===== config.mk =====
export PLATFORM = sky130hd
export DESIGN_NAME = tcrc_ctrl
export DESIGN_NICKNAME = d
export VERILOG_FILES = /design/src/core/tcrc_pkg.sv /design/src/core/tcrc_sync.sv /design/src/core/tcrc_strap_latch.sv /design/src/core/tcrc_ctrl.sv
export SDC_FILE = /design/constraint.sdc
export NUM_CORES = 1
export LEC_CHECK = 0
export BUFFER_PORTS_ARGS = -buffer_cell sky130_fd_sc_hd__buf_2
export CAP_MARGIN = 20
export CORE_ASPECT_RATIO = 0.8
export CORE_MARGIN = 2
export CORE_UTILIZATION = 50
export CTS_CLUSTER_SIZE = 24
export DETAILED_ROUTE_END_ITERATION = 6
export GPL_TIMING_DRIVEN = 0
export PLACE_DENSITY = 0.77
export REMOVE_ABC_BUFFERS = 1
export SLEW_MARGIN = 30
export SYNTH_ARGS = -nofsm -noshare
export SYNTH_HDL_FRONTEND = slang
export SYNTH_SLANG_ARGS = --single-unit
export TNS_END_PERCENT = 20

===== constraint.sdc =====
create_clock -name SYS_CLK -period 2.7 [get_ports SYS_CLK]
set_input_delay 0.405 -clock SYS_CLK [delete_from_list [all_inputs] [get_ports SYS_CLK]]
set_output_delay 0.405 -clock SYS_CLK [all_outputs]
set_load 0.02 [all_outputs]

===== src/core/tcrc_pkg.sv =====
// Shared constants and types for the Type-C role and orientation controller
`default_nettype none

package tcrc_pkg;

    // Clock and mux switching time
    localparam int CLK_PERIOD_NS = 100;
    localparam int T_SW_NS = 500;
    // Longest time rounds down, never below one cycle
    localparam int SW_CYC_RAW = T_SW_NS / CLK_PERIOD_NS;
    localparam int SW_CYC = (SW_CYC_RAW < 1) ? 1 : SW_CYC_RAW;
    localparam logic [2:0] MUX_SETTLE_LOAD = 3'(SW_CYC - 1);

    // Attach debounce and DRP toggle half period, in clock cycles
    localparam logic [9:0] DEBOUNCE_CYC = 10'h3e8;
    localparam logic [9:0] TOGGLE_CYC = 10'h1f4;
    localparam logic [9:0] TIMER_RESET = 10'h000;

    // Cycles after reset release before the strap is captured
    localparam logic [1:0] STRAP_WAIT_CYC = 2'h3;

    // Mux settle counter reset value
    localparam logic [2:0] MUX_SETTLE_RESET = 3'h0;

    // Level codes reported by the CC comparators, one per pin
    localparam logic [2:0] CC_OPEN = 3'h0;
    localparam logic [2:0] CC_RA = 3'h1;
    localparam logic [2:0] CC_RD = 3'h2;
    localparam logic [2:0] CC_RP_DEF = 3'h3;
    localparam logic [2:0] CC_RP_MID = 3'h4;
    localparam logic [2:0] CC_RP_HIGH = 3'h5;

    // Current mode codes shown to the system
    localparam logic [1:0] CUR_NONE = 2'h0;
    localparam logic [1:0] CUR_DEF = 2'h1;
    localparam logic [1:0] CUR_MID = 2'h2;
    localparam logic [1:0] CUR_HIGH = 2'h3;

    // Strapped role of the port
    typedef enum logic [1:0] {
        ROLE_SRC,
        ROLE_SNK,
        ROLE_DRP
    } tcrc_role_type;

    // True when the pin sees any source pull-up
    function automatic logic cc_is_rp(input logic [2:0] code);
        cc_is_rp = (code == CC_RP_DEF) || (code == CC_RP_MID) || (code == CC_RP_HIGH);
    endfunction

    // Current level advertised by a source pull-up
    function automatic logic [1:0] cc_rp_current(input logic [2:0] code);
        if (code == CC_RP_HIGH) begin
            cc_rp_current = CUR_HIGH;
        end else if (code == CC_RP_MID) begin
            cc_rp_current = CUR_MID;
        end else if (code == CC_RP_DEF) begin
            cc_rp_current = CUR_DEF;
        end else begin
            cc_rp_current = CUR_NONE;
        end
    endfunction

endpackage

`default_nettype wire


===== src/core/tcrc_sync.sv =====
// Two-flop synchroniser for a bundle of pin levels
`default_nettype none

module tcrc_sync #(
    parameter int WIDTH = 1
) (
    input wire logic clk,
    input wire logic rst,
    input wire logic [WIDTH-1:0] async_in,
    output logic [WIDTH-1:0] sync_out
);

    logic [WIDTH-1:0] stage1;

    // First stage feeds only the second stage
    always_ff @(posedge clk) begin
        if (rst) begin
            stage1 <= '0;
            sync_out <= '0;
        end else begin
            stage1 <= async_in;
            sync_out <= stage1;
        end
    end

endmodule // tcrc_sync

`default_nettype wire


===== src/core/tcrc_strap_latch.sv =====
// Captures the three-level role strap once after reset
`default_nettype none

module tcrc_strap_latch
    import tcrc_pkg::*;
(
    input wire logic clk,
    input wire logic rst,
    input wire logic strap_high,
    input wire logic strap_low,
    output tcrc_pkg::tcrc_role_type role,
    output logic role_valid
);

    logic [1:0] wait_cnt;
    logic [1:0] next_wait_cnt;
    tcrc_role_type next_role;
    logic next_role_valid;

    // Wait for the synchroniser to fill, then take the strap and hold it
    always_comb begin
        next_wait_cnt = wait_cnt;
        next_role = role;
        next_role_valid = role_valid;
        if (!role_valid) begin
            if (wait_cnt == STRAP_WAIT_CYC) begin
                next_role_valid = 1'b1;
                if (strap_high) begin
                    next_role = ROLE_SRC;
                end else if (strap_low) begin
                    next_role = ROLE_SNK;
                end else begin
                    next_role = ROLE_DRP;
                end
            end else begin
                next_wait_cnt = wait_cnt + 2'h1;
            end
        end
    end

    // Held until the next reset, even if the strap moves
    always_ff @(posedge clk) begin
        if (rst) begin
            wait_cnt <= 2'h0;
            role <= ROLE_DRP;
            role_valid <= 1'b0;
        end else begin
            wait_cnt <= next_wait_cnt;
            role <= next_role;
            role_valid <= next_role_valid;
        end
    end

endmodule // tcrc_strap_latch

`default_nettype wire


===== src/core/tcrc_ctrl.sv =====
// Configuration-channel state machine, orientation and mux control
`default_nettype none

// How it works
// - Strap high means source only, low sink only, floating dual role.
// - Strap is taken once after reset and held until the next reset.
// - CC1 and CC2 levels decide attach, role, orientation and current; detach as sink follows VBUS.
// - Detected orientation drives the select of the two-lane SuperSpeed switch.
// - Orientation also leaves as a separate open-drain system output.
// - Switch path turns on and off within 0.5 us of the orientation change.
// - Advertisement and VCONN only as source; detection and VBUS only as sink.
// - No Power Delivery messaging; only terminations are used on CC.
// - Passive and charge-through audio adapters enter audio accessory mode only when strapped source only, never as dual role.
// - Direct-connect devices attach and detach like any other partner.
// - Orientation output released high for CC1, driven low for CC2.
// - Attach indicator goes low once attached as source to a sink.
module tcrc_ctrl
    import tcrc_pkg::*;
(
    input wire logic SYS_CLK,
    input wire logic RST,
    input wire logic CC_LOGIC_ENABLE_LOW,
    input wire logic PORT_STRAP_HIGH,
    input wire logic PORT_STRAP_LOW,
    input wire logic [2:0] CC1_LEVEL,
    input wire logic [2:0] CC2_LEVEL,
    input wire logic VBUS_DETECT,
    input wire logic [1:0] CURRENT_ADVERTISE,
    output logic PRESENT_RP,
    output logic PRESENT_RD,
    output logic [1:0] RP_ADVERTISE_LEVEL,
    output logic [1:0] CURRENT_DETECTED,
    output logic VCONN_CC1_EN,
    output logic VCONN_CC2_EN,
    output logic MUX_SEL,
    output logic MUX_EN,
    output logic DIR_OUT,
    output logic DIR_OE,
    output logic ATTACH_INDICATOR_N_OUT,
    output logic ATTACH_INDICATOR_N_OE,
    output logic ATTACHED,
    output logic AUDIO_ACCESSORY,
    output tcrc_pkg::tcrc_role_type STRAPPED_ROLE
);

    typedef enum logic [2:0] {
        ST_DISABLED,
        ST_UNATT_SRC,
        ST_UNATT_SNK,
        ST_WAIT_SRC,
        ST_WAIT_SNK,
        ST_ATT_SRC,
        ST_ATT_SNK,
        ST_AUDIO
    } tcrc_state_type;

    // Synchronised pins
    logic [11:0] pins_sync;
    logic en_low;
    logic strap_hi;
    logic strap_lo;
    logic [2:0] cc1;
    logic [2:0] cc2;
    logic vbus;
    logic [1:0] adv_req;
    tcrc_role_type role;
    logic role_valid;

    // State machine registers
    tcrc_state_type state;
    tcrc_state_type next_state;
    logic [9:0] timer;
    logic [9:0] next_timer;
    logic [5:0] cand;
    logic [5:0] next_cand;
    logic orient_cc2;
    logic next_orient_cc2;

    // Output registers
    logic [2:0] settle;
    logic [2:0] next_settle;
    logic next_present_rp;
    logic next_present_rd;
    logic [1:0] next_rp_adv;
    logic [1:0] next_cur_det;
    logic next_vconn1;
    logic next_vconn2;
    logic next_mux_en;
    logic next_dir_oe;
    logic next_ind_oe;
    logic next_attached;
    logic next_audio;

    // Decoded CC views
    logic ra1;
    logic ra2;
    logic rd1;
    logic rd2;
    logic rp1;
    logic rp2;
    logic sink_seen;
    logic audio_seen;
    logic source_seen;
    logic link_up;

    // Every level from the pins is external, so all of it is synchronised
    tcrc_sync #(
        .WIDTH(12)
    ) u_sync (
        .clk(SYS_CLK),
        .rst(RST),
        .async_in({CC_LOGIC_ENABLE_LOW, PORT_STRAP_HIGH, PORT_STRAP_LOW, CC1_LEVEL,
                   CC2_LEVEL, VBUS_DETECT, CURRENT_ADVERTISE}),
        .sync_out(pins_sync)
    );

    assign {en_low, strap_hi, strap_lo, cc1, cc2, vbus, adv_req} = pins_sync;

    tcrc_strap_latch u_strap (
        .clk(SYS_CLK),
        .rst(RST),
        .strap_high(strap_hi),
        .strap_low(strap_lo),
        .role(role),
        .role_valid(role_valid)
    );

    // Termination views; only resistor levels are read, never message traffic
    assign ra1 = (cc1 == CC_RA);
    assign ra2 = (cc2 == CC_RA);
    assign rd1 = (cc1 == CC_RD);
    assign rd2 = (cc2 == CC_RD);
    assign rp1 = cc_is_rp(cc1);
    assign rp2 = cc_is_rp(cc2);
    assign sink_seen = rd1 ^ rd2;
    // Both charge-through and passive audio adapters show Ra on both pins
    assign audio_seen = ra1 && ra2 && (role != ROLE_DRP);
    assign source_seen = rp1 ^ rp2;

    // Attach, detach, role and orientation
    always_comb begin
        next_state = state;
        next_cand = cand;
        next_orient_cc2 = orient_cc2;
        next_timer = (timer != TIMER_RESET) ? timer - 10'h001 : TIMER_RESET;
        case (state)
            ST_DISABLED: begin
                if (role_valid && !en_low) begin
                    next_state = (role == ROLE_SNK) ? ST_UNATT_SNK : ST_UNATT_SRC;
                    next_timer = TOGGLE_CYC;
                end
            end
            ST_UNATT_SRC: begin
                // Docks and plain sinks take the same path
                if (sink_seen || audio_seen) begin
                    next_state = ST_WAIT_SRC;
                    next_cand = {cc1, cc2};
                    next_timer = DEBOUNCE_CYC;
                end else if (role == ROLE_DRP && timer == TIMER_RESET) begin
                    next_state = ST_UNATT_SNK;
                    next_timer = TOGGLE_CYC;
                end
            end
            ST_UNATT_SNK: begin
                if (source_seen) begin
                    next_state = ST_WAIT_SNK;
                    next_cand = {cc1, cc2};
                    next_timer = DEBOUNCE_CYC;
                end else if (role == ROLE_DRP && timer == TIMER_RESET) begin
                    next_state = ST_UNATT_SRC;
                    next_timer = TOGGLE_CYC;
                end
            end
            ST_WAIT_SRC: begin
                // Any change restarts the search; a bouncing plug never attaches
                if ({cc1, cc2} != cand) begin
                    next_state = ST_UNATT_SRC;
                    next_timer = TOGGLE_CYC;
                end else if (timer == TIMER_RESET) begin
                    if (audio_seen) begin
                        next_state = ST_AUDIO;
                    end else begin
                        next_state = ST_ATT_SRC;
                        next_orient_cc2 = rd2;
                    end
                end
            end
            ST_WAIT_SNK: begin
                // A sink attaches only once VBUS is present
                if ({cc1, cc2} != cand) begin
                    next_state = ST_UNATT_SNK;
                    next_timer = TOGGLE_CYC;
                end else if (timer == TIMER_RESET && vbus) begin
                    next_state = ST_ATT_SNK;
                    next_orient_cc2 = rp2;
                end
            end
            ST_ATT_SRC: begin
                if (!(orient_cc2 ? rd2 : rd1)) begin
                    next_state = ST_UNATT_SRC;
                    next_timer = TOGGLE_CYC;
                end
            end
            ST_ATT_SNK: begin
                if (!vbus) begin
                    next_state = ST_UNATT_SNK;
                    next_timer = TOGGLE_CYC;
                end
            end
            ST_AUDIO: begin
                if (!(ra1 && ra2)) begin
                    next_state = ST_UNATT_SRC;
                    next_timer = TOGGLE_CYC;
                end
            end
            default: begin
                next_state = ST_DISABLED;
            end
        endcase
        // Enable pin released high parks the logic with no terminations
        if (en_low || !role_valid) begin
            next_state = ST_DISABLED;
            next_timer = TIMER_RESET;
        end
    end

    always_ff @(posedge SYS_CLK) begin
        if (RST) begin
            state <= ST_DISABLED;
            timer <= TIMER_RESET;
            cand <= 6'h00;
            orient_cc2 <= 1'b0;
        end else begin
            state <= next_state;
            timer <= next_timer;
            cand <= next_cand;
            orient_cc2 <= next_orient_cc2;
        end
    end

    assign link_up = (state == ST_ATT_SRC) || (state == ST_ATT_SNK);

    // Output decode from the current state, registered below
    always_comb begin
        next_present_rp = (state == ST_UNATT_SRC) || (state == ST_WAIT_SRC) ||
                          (state == ST_ATT_SRC) || (state == ST_AUDIO);
        next_present_rd = (state == ST_UNATT_SNK) || (state == ST_WAIT_SNK) ||
                          (state == ST_ATT_SNK);
        next_rp_adv = next_present_rp ? adv_req : CUR_NONE;
        next_cur_det = CUR_NONE;
        if (state == ST_ATT_SNK) begin
            next_cur_det = cc_rp_current(orient_cc2 ? cc2 : cc1);
        end
        // VCONN goes to the unused pin only when it shows an Ra cable load
        next_vconn1 = (state == ST_ATT_SRC) && orient_cc2 && ra1;
        next_vconn2 = (state == ST_ATT_SRC) && !orient_cc2 && ra2;
        next_dir_oe = link_up && orient_cc2;
        next_ind_oe = (state == ST_ATT_SRC);
        next_attached = link_up || (state == ST_AUDIO);
        next_audio = (state == ST_AUDIO);
        // Path drops with the link and comes up inside the switching window
        next_settle = settle;
        next_mux_en = 1'b0;
        if (!link_up) begin
            next_settle = MUX_SETTLE_LOAD;
        end else if (settle != MUX_SETTLE_RESET) begin
            next_settle = settle - 3'h1;
        end else begin
            next_mux_en = 1'b1;
        end
    end

    always_ff @(posedge SYS_CLK) begin
        if (RST) begin
            settle <= MUX_SETTLE_RESET;
            PRESENT_RP <= 1'b0;
            PRESENT_RD <= 1'b0;
            RP_ADVERTISE_LEVEL <= CUR_NONE;
            CURRENT_DETECTED <= CUR_NONE;
            VCONN_CC1_EN <= 1'b0;
            VCONN_CC2_EN <= 1'b0;
            MUX_SEL <= 1'b0;
            MUX_EN <= 1'b0;
            DIR_OE <= 1'b0;
            ATTACH_INDICATOR_N_OE <= 1'b0;
            ATTACHED <= 1'b0;
            AUDIO_ACCESSORY <= 1'b0;
        end else begin
            settle <= next_settle;
            PRESENT_RP <= next_present_rp;
            PRESENT_RD <= next_present_rd;
            RP_ADVERTISE_LEVEL <= next_rp_adv;
            CURRENT_DETECTED <= next_cur_det;
            VCONN_CC1_EN <= next_vconn1;
            VCONN_CC2_EN <= next_vconn2;
            MUX_SEL <= orient_cc2;
            MUX_EN <= next_mux_en;
            DIR_OE <= next_dir_oe;
            ATTACH_INDICATOR_N_OE <= next_ind_oe;
            ATTACHED <= next_attached;
            AUDIO_ACCESSORY <= next_audio;
        end
    end

    // Open-drain pins only ever pull low
    assign DIR_OUT = 1'b0;
    assign ATTACH_INDICATOR_N_OUT = 1'b0;
    // Role is fixed for the whole session, so it needs no register here
    assign STRAPPED_ROLE = role;

endmodule // tcrc_ctrl

`default_nettype wire


---- Yosys cells after proc, flatten, opt, wreduce, memory -nomap -nowiden ----
Index checks and enable logic that the tools add are counted.
storage, ports and cells
  input port bits ......................... 14
  bits in writable memories ............... 0
  register bits ........................... 66
  word-level logic and storage cells ...... 162
  output and inout bits ................... 18
  memories kept ........................... 0
  bits in latches ......................... 0
  memory bits (read-only) ................. 0
cells by class
  multipliers ............................. 0
  bitwise gates (word level) .............. 7
  add/sub/neg operators ................... 3
  reduce and logical (&&, ||, !) cells .... 42
  div/mod/pow operators ................... 0
  multiplexer cells ....................... 46
  shifts and indexed selects .............. 0
  equality and inequality tests ........... 41
  order comparisons ....................... 0
operator list
  operator                                                               count
  10-bit two-way mux                                                     9
  10-bit case mux with 7 select lines                                    1
  3-bit two-way mux                                                      15
  3-bit == test (second input constant)                                  10
  2-bit inequality test (second input constant)                          12
  3-bit case mux with 8 select lines                                     1
  3-bit by 2-bit == test with 1-bit output (second input constant)       7
  1-bit logical OR                                                       13
  2-bit two-way mux                                                      6
  6-bit two-way mux                                                      2
  3-bit inequality test (second input constant)                          4
  6-bit case mux with 2 select lines                                     1
  1-bit logical AND                                                      10
  10-bit logical NOT                                                     1
  1-bit two-way mux                                                      10
  10-bit nonzero test                                                    1
  2-bit OR reduction                                                     5
  10-bit by 1-bit subtractor with 10-bit output (second input constant)  1
  3-bit by 1-bit == test with 1-bit output (second input constant)       3
  8-bit AND reduction                                                    1
  6-bit inequality test                                                  1
  6-bit AND reduction                                                    1
  1-bit inverter                                                         5
  2-bit == test (second input constant)                                  2
  other kinds (12)                                                       17

---- Longest topological paths before layout ----
Gate-level depths: netlist of run 1.
  depth after elaboration ................. 7
  mapped depth ............................ 8
  mapped depth without buffers ............ 8

---- Cells and area by module ----
Synthesis of run 1 repeated with hierarchy kept, for this count alone.
unflattened totals
  cell total of the unflattened synthesis .. 347
  area total of the unflattened synthesis .. 3164.3 sq um
modules (own cells, without submodules)
  module            instances  cells each  area each (sq um)  seq. area each (sq um)
  tcrc_ctrl         1          278         2278.4             740.7
  tcrc_sync         1          50          693.2              480.5
  tcrc_strap_latch  1          19          192.7              100.1

---- Worst setup path after synthesis of run 1 ----
Ideal clock, no wire load.
  kind .................................... register -> register
  from .................................... register timer[0]
  to ...................................... register orient_cc2
  required time ........................... 2584 ps
  setup time .............................. 116 ps
  stages on the path, launching flop included .. 9
  clock period less this slack ............ 1957 ps
  buffers on the path ..................... 0
  path slack .............................. 743 ps
  data arrival time ....................... 1840 ps
  cell sequence ........................... dfxtp_1 inv_1 ha_1 or3b_1 nor3_2 nand2_1 a2111oi_2 o211ai_1 o211a_1
between the ends
  word-level cells in the longest chain between the ends .. 4
  elaborated cells on any way between the ends .. 5
  those cells by class .................... eq/ne (2); reduce/logical (3)
RTL lines
  item                                    RTL line                            RTL
  start, declared                         tcrc_ctrl.sv:72                     logic [9:0] timer;
  start signal, assigned                  tcrc_ctrl.sv:235                    timer <= next_timer;
  10-bit logical NOT *                    tcrc_ctrl.sv:179, tcrc_ctrl.sv:193
  1-bit logical AND                       tcrc_ctrl.sv:193                    end else if (timer == TIMER_RESET && vbus) begin
  2-bit inequality test (no source line)  -
  6-bit AND reduction (no source line) *  -
  end signal, assigned                    tcrc_ctrl.sv:237                    orient_cc2 <= next_orient_cc2;
  end, declared                           tcrc_ctrl.sv:76                     logic orient_cc2;
Mark *: on every way between the ends. The rest lies on a longest branch, timed or not.
A chain may end at the register's enable or synchronous reset.

---- Worst setup path after layout of run 1 ----
  from .................................... register state[2]
  to ...................................... register orient_cc2
between the ends
  word-level cells in the longest chain between the ends .. 3
  elaborated cells on any way between the ends .. 10
  those cells by class .................... eq/ne (7); mux (1); reduce/logical (2)
RTL lines
  item                                                                                 RTL line          RTL
  start, declared                                                                      tcrc_ctrl.sv:70   tcrc_state_type state;
  start signal, assigned                                                               tcrc_ctrl.sv:234  state <= next_state;
  3-bit == test / 3-bit by 2-bit == test with 1-bit output (equally long branches)     tcrc_ctrl.sv:146  case (state)
  2-bit inequality test (no source line) / 2-bit nonzero test (equally long branches)  -
  6-bit AND reduction (no source line)                                                 -
Several ways; a longest one is shown, not always the timed one.

==> impl_results.md, run 1 <==
- Initial Util: 51.6%
- Max Slew Vio Count: 0
- Top_reg_cell synth: dfxtp_1
- Worst vdd ir: 429 uV
- Total gr overflow: 0
- Number of enable flip-flop cells after synthesis: 0
- Xor and xnor area share after synthesis: 3.71%
- CTS sink count: 66
- Hold EP: u_sync.stage1[9]$_SDFF_PP0_
- Cell accounting for the most synthesized area: dfxtp_1
- CTS Root Cell: clkbuf_8
- Pwr dens: 683 nW/um^2
- Floorplan row count: 25
- Number of global-route vias before repair: 1887
- Syn Area/Cell: 9.51 sq um
- IO Pins: 32
- Max cap viols: 0
- Static Leak: 1.43 nW
- Synth top area share: 43.5%
- Final period utilization: 91.2%
- Worst Hold Class: input pin to flip-flop
- GRT Util Overall: 17.1%
- Final Wtd Congestion: 0.892
- YS warnings: 0
- Largest family of logic cells by synthesized area: simple AND/OR/NAND/NOR gates
- Fin crit period: 2.46 ns
- Worst reg2reg endpoint: orient_cc2$_SDFFE_PP0P_
- Wirelength, routed: 5.44 mm
- Setup repair bufs after CTS: 0
- DRT Pass-1 Iters: 4
- First-pass GRT wire length: 8.70 mm
- Kind of critical path: flip-flop to flip-flop
- Final antenna-violating net count: 0
- Layout net count: 363
- Synth top cells by count: dfxtp_1, nor2_1, nor2b_1, nand2_1, a21oi_1
- Setup_tns: 0 ns
- CP startpoint kind: flip-flop
- Die X: 91.1 um
- Most common cell in the netlist: dfxtp_1
- Final hold vios: 0
- CTS tree: yes
- Slew @ Worst Pin: 0.800 ns
- CORE AREA: 5880 sq um
- Die Span Y: 73.7 um
- Initial antenna violation count: 0
- Share of cells above drive strength 1: 19.1%
- Worst Setup SP: state[2]$_SDFFE_PP0P_
- Synth cell types: 67
- Clock buffer count from CTS: 9
- Post-Synth Simple-Gate Area: 26.8%
- Die area: 6710 sq um
- Drt initial violations: 162
- Power Total: 2.29 mW
- Reg2reg path depth: 5
- Synth Area in Compound Gates: 15.1%
- Worst relative slew slack: 46.5%
- FMAX: 0.406 GHz
- DRC Markers: 0
- R2r startpoint: state[2]$_SDFFE_PP0P_
- Register bit count reported by yosys: 66
- Post_cts resized: 0
- Port bufs: 29
- Seq/Total Area, Yosys: 43.5%
- Synth Area in Adders: 1.65%
- Synthesized cell area: 3030 sq um
- H-tree levels: 3
- Top cells by area, synth: dfxtp_1, nor2b_1, nor2_1
- Total number of vias: 2251
- Status: completed
- Worst clock skew: 0.00566 ns
- Layout area overhead: 10.6%
- Async set or reset register ratio after synthesis: 0%
- Number of diodes: 0
- Mux share of post-synthesis cell area: 3.34%
- Hold path start: PORT_STRAP_LOW
- Via/cell ratio: 5.22
- # hold bufs at CTS: 0
- Setup slack, reg-to-reg: 0.24 ns
- CP required: 2.94 ns
- Pin count of the biggest net entering global routing: 43
- Critical Path Fanout Max: 19
- HPWL Detailed: 3.93 mm
- Clock transition at the registers of the reported paths: 0.07 ns
- Wire per inst: 12.6 um
- Bufs on Longest Clock Path: 2
- Arr. time, crit path: 2.70 ns
- Final setup fails: 0
- Worst skew pair latency: 0.34 ns
- RSZ-0062 raised after global routing: false
- CP endpoint kind: flip-flop
- WHS Path Cells: 2
- Mapped Cells: 319
layout by cell type (no fill, tap or decap), types with 2 or more instances in the layout:
cell,n
and2b_2,2
ha_1,4
bufinv_16,2
clkbuf_8,9
a21oi_1,14
conb_1,2
buf_2,29
a31oi_1,2
or3b_4,2
o211ai_2,2
nand3b_1,2
nor4_2,2
nor2_1,33
nand3_1,9
xnor2_1,3
nor3_2,3
a211oi_1,4
nor2b_1,31
nor4_1,4
o31a_1,2
o211ai_1,5
inv_1,9
nand2_1,19
o211a_1,2
nand2b_1,10
xor2_1,8
and2_1,3
nor3_1,4
clkinv_2,2
o21a_1,4
o21ai_1,4
nor3b_1,5
o21ai_0,6
dfxtp_1,66
mux2i_1,9
clkbuf_1,2
power by group:
part	internal (mW)	leakage, nW	total (mW)	switching, mW
sequential	1.02	0.538	1.07	0.0443
combinational	0.140	0.784	0.349	0.210
clock	0.519	0.107	0.879	0.360
flip-flops by register name, indices dropped and copies added, names as in the netlist:
name,count
u_strap.wait_cnt,2
RP_ADVERTISE_LEVEL,2
MUX_EN,1
PRESENT_RP,1
u_sync.stage1,12
u_sync.sync_out,12
ATTACH_INDICATOR_N_OE,1
settle,3
u_strap.role,2
AUDIO_ACCESSORY,1
u_strap.role_valid,1
timer,10
DIR_OE,1
ATTACHED,1
PRESENT_RD,1
orient_cc2,1
MUX_SEL,1
CURRENT_DETECTED,2
VCONN_CC2_EN,1
VCONN_CC1_EN,1
cand,6
state,3
cell families (layout without fill, tap and decap cells):
kind of cell | Yosys count | in the layout
adders and majority gates | 4 | 4
and+or+nand+nor | 141 | 141
AOI/OAI and AO/OA | 61 | 61
xor gates and xnor gates | 12 | 12
muxes | 10 | 10
other | 1 | 2
buffers and inverters | 24 | 54
DFF | 66 | 66
cell type report:
class / instances / area, sq um
inverter: 9 / 33.8
clock inverter: 5 / 78.8
tap: 81 / 101
multi-input combinational: 230 / 1550
clock buffer: 11 / 131
sequential: 66 / 1320
fill: 559 / 2520
timing repair buffer: 29 / 145
through the flow:
step                      setup slack, ns  cell area (sq um)  hold slack [ns]  utilization (%)  cells
after detailed placement            0.293               3140            0.413             53.4    415
after global routing               0.0511               3360            0.261             57.1    431
after floorplan                     0.736               2900            0.406                -    305
after global placement              0.296               3140            0.409             53.4    415
after CTS                           0.271               3350            0.256             57.0    431
final                               0.238               3360            0.266             57.1    431
how the worst max path moves through the flow:
stage,end,slack [ns],depth (start not counted)
after floorplan,orient_cc2$_SDFFE_PP0P_,0.74,5
after global placement,orient_cc2$_SDFFE_PP0P_,0.30,5
after detailed placement,orient_cc2$_SDFFE_PP0P_,0.29,5
after CTS,orient_cc2$_SDFFE_PP0P_,0.27,5
after global routing,orient_cc2$_SDFFE_PP0P_,0.05,5
final,orient_cc2$_SDFFE_PP0P_,0.24,5
worst max-delay path, stage by stage (launching register included):
cell	delay, ns
dfxtp_1	0.71
nor3b_1	0.65
o211ai_2	0.19
a2111oi_2	0.49
o211ai_1	0.16
o211a_1	0.15
metal layers:
metal  GRT usage (%)  wire length (um)  up-vias  part of all wire [%]
met5               0                 0        -                     0
met4            6.06                72        0                   1.3
met3            6.77               370        8                   6.8
met2            24.7              2360       64                    43
met1            23.2              2640     1021                    48
li1                -                 -     1158                     -
Power figures use the tool's default switching activity.
==> run 2: changes to the inputs <==
--- a/config.mk
+++ b/config.mk
@@ -7,7 +7,6 @@
 export LEC_CHECK = 0
 export BUFFER_PORTS_ARGS = -buffer_cell sky130_fd_sc_hd__buf_2
 export CAP_MARGIN = 20
-export CORE_ASPECT_RATIO = 0.8
 export CORE_MARGIN = 2
 export CORE_UTILIZATION = 50
 export CTS_CLUSTER_SIZE = 24
==> run 2 against run 1 <==
Effect of this change:
- die area hardly changed
- sequential share of layout area is 0.64 points higher
- via count is 0.13% lower
- critical endpoint unchanged
- largest cell class unchanged
- largest power group unchanged
- highest routed layer unchanged
==> impl_results.md, run 2 (synthesized netlist as in run 1, its figures left out) <==
- Status: completed (unchanged)
- Wirelength, routed: 5.27 mm (was 5.44 mm)
- Die X: 81.9 um (was 91.1 um)
- Port bufs: 29 (unchanged)
- CTS tree: yes (unchanged)
- # hold bufs at CTS: 0 (unchanged)
- Max Slew Vio Count: 0 (unchanged)
- Worst vdd ir: 625 uV (was 429 uV)
- Sw power: 0.617 mW (was 0.614 mW)
- Largest registers: u_sync.stage1 x12, u_sync.sync_out x12, timer x10 (unchanged)
- Drt initial violations: 196 (was 162)
- Max cap viols: 0 (unchanged)
- Pin count of the biggest net entering global routing: 43 (unchanged)
- CORE AREA: 5890 sq um (was 5880 sq um)
- IO Pins: 32 (unchanged)
- Commonest cells after routing, fill and taps aside: dfxtp_1, nor2_1, nor2b_1, buf_2, nand2_1 (unchanged)
- Number of global-route vias before repair: 2069 (was 1887)
- Worst skew pair latency: 0.34 ns (about the same)
- Die Span Y: 81.9 um (was 73.7 um)
- Clock share of power: 33.1% (was 38.3%)
- Sequential share of power: 50.6% (was 46.5%)
- Hold path start: CURRENT_ADVERTISE[0] (was PORT_STRAP_LOW)
- Critical Path, Cell by Cell: nor3b_1 > o211ai_2 > a2111oi_2 > o211ai_1 > o211a_1 (unchanged)
- Layout net count: 363 (unchanged)
- Total number of vias: 2248 (was 2251)
- Kind of critical path: flip-flop to flip-flop (unchanged)
- First-pass GRT wire length: 9.19 mm (was 8.70 mm)
- R2r startpoint: state[2]$_SDFFE_PP0P_ (unchanged)
- Worst relative slew slack: 33.2% (was 46.5%)
- Final Wtd Congestion: 0.920 (was 0.892)
- Static Leak: 1.41 nW (was 1.43 nW)
- Sw frac: 29.3% (was 26.8%)
- Clock transition at the registers of the reported paths: 0.07 ns (about the same)
- Number of fillers in the final layout: 524 (was 559)
- Layout area overhead: 8.87% (was 10.6%)
- Initial Util: 51.6% (about the same)
- Worst Setup SP: state[2]$_SDFFE_PP0P_ (unchanged)
- HPWL Detailed: 3.83 mm (was 3.93 mm)
- CP startpoint kind: flip-flop (unchanged)
- Critical Path Slowest Stage Cell: dfxtp_1 (unchanged)
- Final hold vios: 0 (unchanged)
- Pwr dens: 638 nW/um^2 (was 683 nW/um^2)
- Worst Hold Class: input pin to flip-flop (unchanged)
- CTS Root Cell: clkbuf_8 (unchanged)
- Final setup fails: 0 (unchanged)
- Gate power share: 16.3% (was 15.2%)
- Power Total: 2.11 mW (was 2.29 mW)
- Largest stage delay on the critical path: 0.73 ns (was 0.71 ns)
- Final period utilization: 87.6% (was 91.2%)
- Placed cell areas: 3130 sq um (was 3140 sq um)
- CP endpoint kind: flip-flop (unchanged)
- CP top delay family: compound AO/OA/AOI/OAI gates (unchanged)
- Arr. time, crit path: 2.60 ns (was 2.70 ns)
- Total gr overflow: 0 (unchanged)
- H-tree levels: 3 (unchanged)
- Number of diodes: 0 (unchanged)
- Setup_tns: 0 ns (unchanged)
- GRT Util Overall: 18.2% (was 17.1%)
- Fin util: 56.1% (was 57.1%)
- Slew @ Worst Pin: 0.994 ns (was 0.800 ns)
- Setup repair bufs after CTS: 0 (unchanged)
- Post_cts resized: 0 (unchanged)
- Worst clock skew: 0.00927 ns (was 0.00566 ns)
- Min Hold Slack: 0.262 ns (was 0.266 ns)
- CTS sink count: 66 (unchanged)
- DRC Markers: 0 (unchanged)
- CP required: 2.93 ns (was 2.94 ns)
- Clock buffer count from CTS: 9 (unchanged)
- Initial antenna violation count: 0 (unchanged)
- Floorplan row count: 28 (was 25)
- Critical Path Fanout Max: 19 (unchanged)
- Bufs on Longest Clock Path: 2 (unchanged)
- Die area: 6710 sq um (about the same)
- FMAX: 0.423 GHz (was 0.406 GHz)
- Design internal power: 1.49 mW (was 1.68 mW)
- Via/cell ratio: 5.29 (was 5.22)
- Final antenna-violating net count: 0 (unchanged)
- DRT Pass-1 Iters: 4 (unchanged)
- WP buf/inv: 0 (unchanged)
- Wire per inst: 12.4 um (was 12.6 um)
- Final instance area: 3300 sq um (was 3360 sq um)
- RSZ-0062 raised after global routing: false (unchanged)
- Commonest non-fill, non-tap cell in the layout: dfxtp_1 (unchanged)
- Fin crit period: 2.36 ns (was 2.46 ns)
- Share of cells above drive strength 1: 19.4% (was 19.1%)
==> run 2: routing by layer <==
metal	vias up	wire, um	track usage [%]	part of all wire, %
met5	-	0	0	0
li1	1155	-	-	-
met4	0	146	10.3	2.8
met2	62	2510	28.3	48
met1	1018	2340	22.5	44
met3	13	274	5.38	5.2
==> run 2: through the flow <==
stage | setup slack [ns] | std cells
5_1_grt | 0.152 | 425
4_1_cts | 0.370 | 425
3_5_place_dp | 0.370 | 409
3_3_place_gp | 0.397 | 409
6_report | 0.336 | 425
2_1_floorplan | 0.736 | 305
==> run 2: power by group through the flow <==
stage | Combinational, mW | Sequential (mW) | Clock (mW)
after detailed placement | 0.341 | 1.09 | 0
final | 0.344 | 1.07 | 0.697
after floorplan | 0.260 | 1.08 | 0
after global placement | 0.334 | 1.09 | 0
after CTS | 0.344 | 1.07 | 0.722
after global routing | 0.392 | 1.07 | 0.766
==> run 2: worst paths after layout <==
path,endpoint,slack (ns),cells past startpoint
worst max-delay path,orient_cc2$_SDFFE_PP0P_,0.34,5
worst max register to register,orient_cc2$_SDFFE_PP0P_,0.34,5
worst min register to register,RP_ADVERTISE_LEVEL[0]$_SDFF_PP0_,0.43,1
worst min-delay path,u_sync.stage1[0]$_SDFF_PP0_,0.26,2
==> run 2: cell type report <==
| cell class | count | area, sq um | share of cell area [%] |
|---|---|---|---|
| Clock inverter | 7 | 45.0 | 1.36 |
| Inverter | 9 | 33.8 | 1.02 |
| Multi-Input combinational cell | 230 | 1540 | 46.6 |
| Timing Repair Buffer | 29 | 145 | 4.39 |
| Sequential cell | 66 | 1320 | 40.0 |
| Clock buffer | 9 | 124 | 3.75 |
| Tap cell | 75 | 93.8 | 2.84 |
==> run 2: worst reg2reg max path, stage by stage (launching register included) <==
cell and delay, ns:
dfxtp_1 0.73, nor3b_1 0.63, o211ai_2 0.18, a2111oi_2 0.44
o211ai_1 0.14, o211a_1 0.15
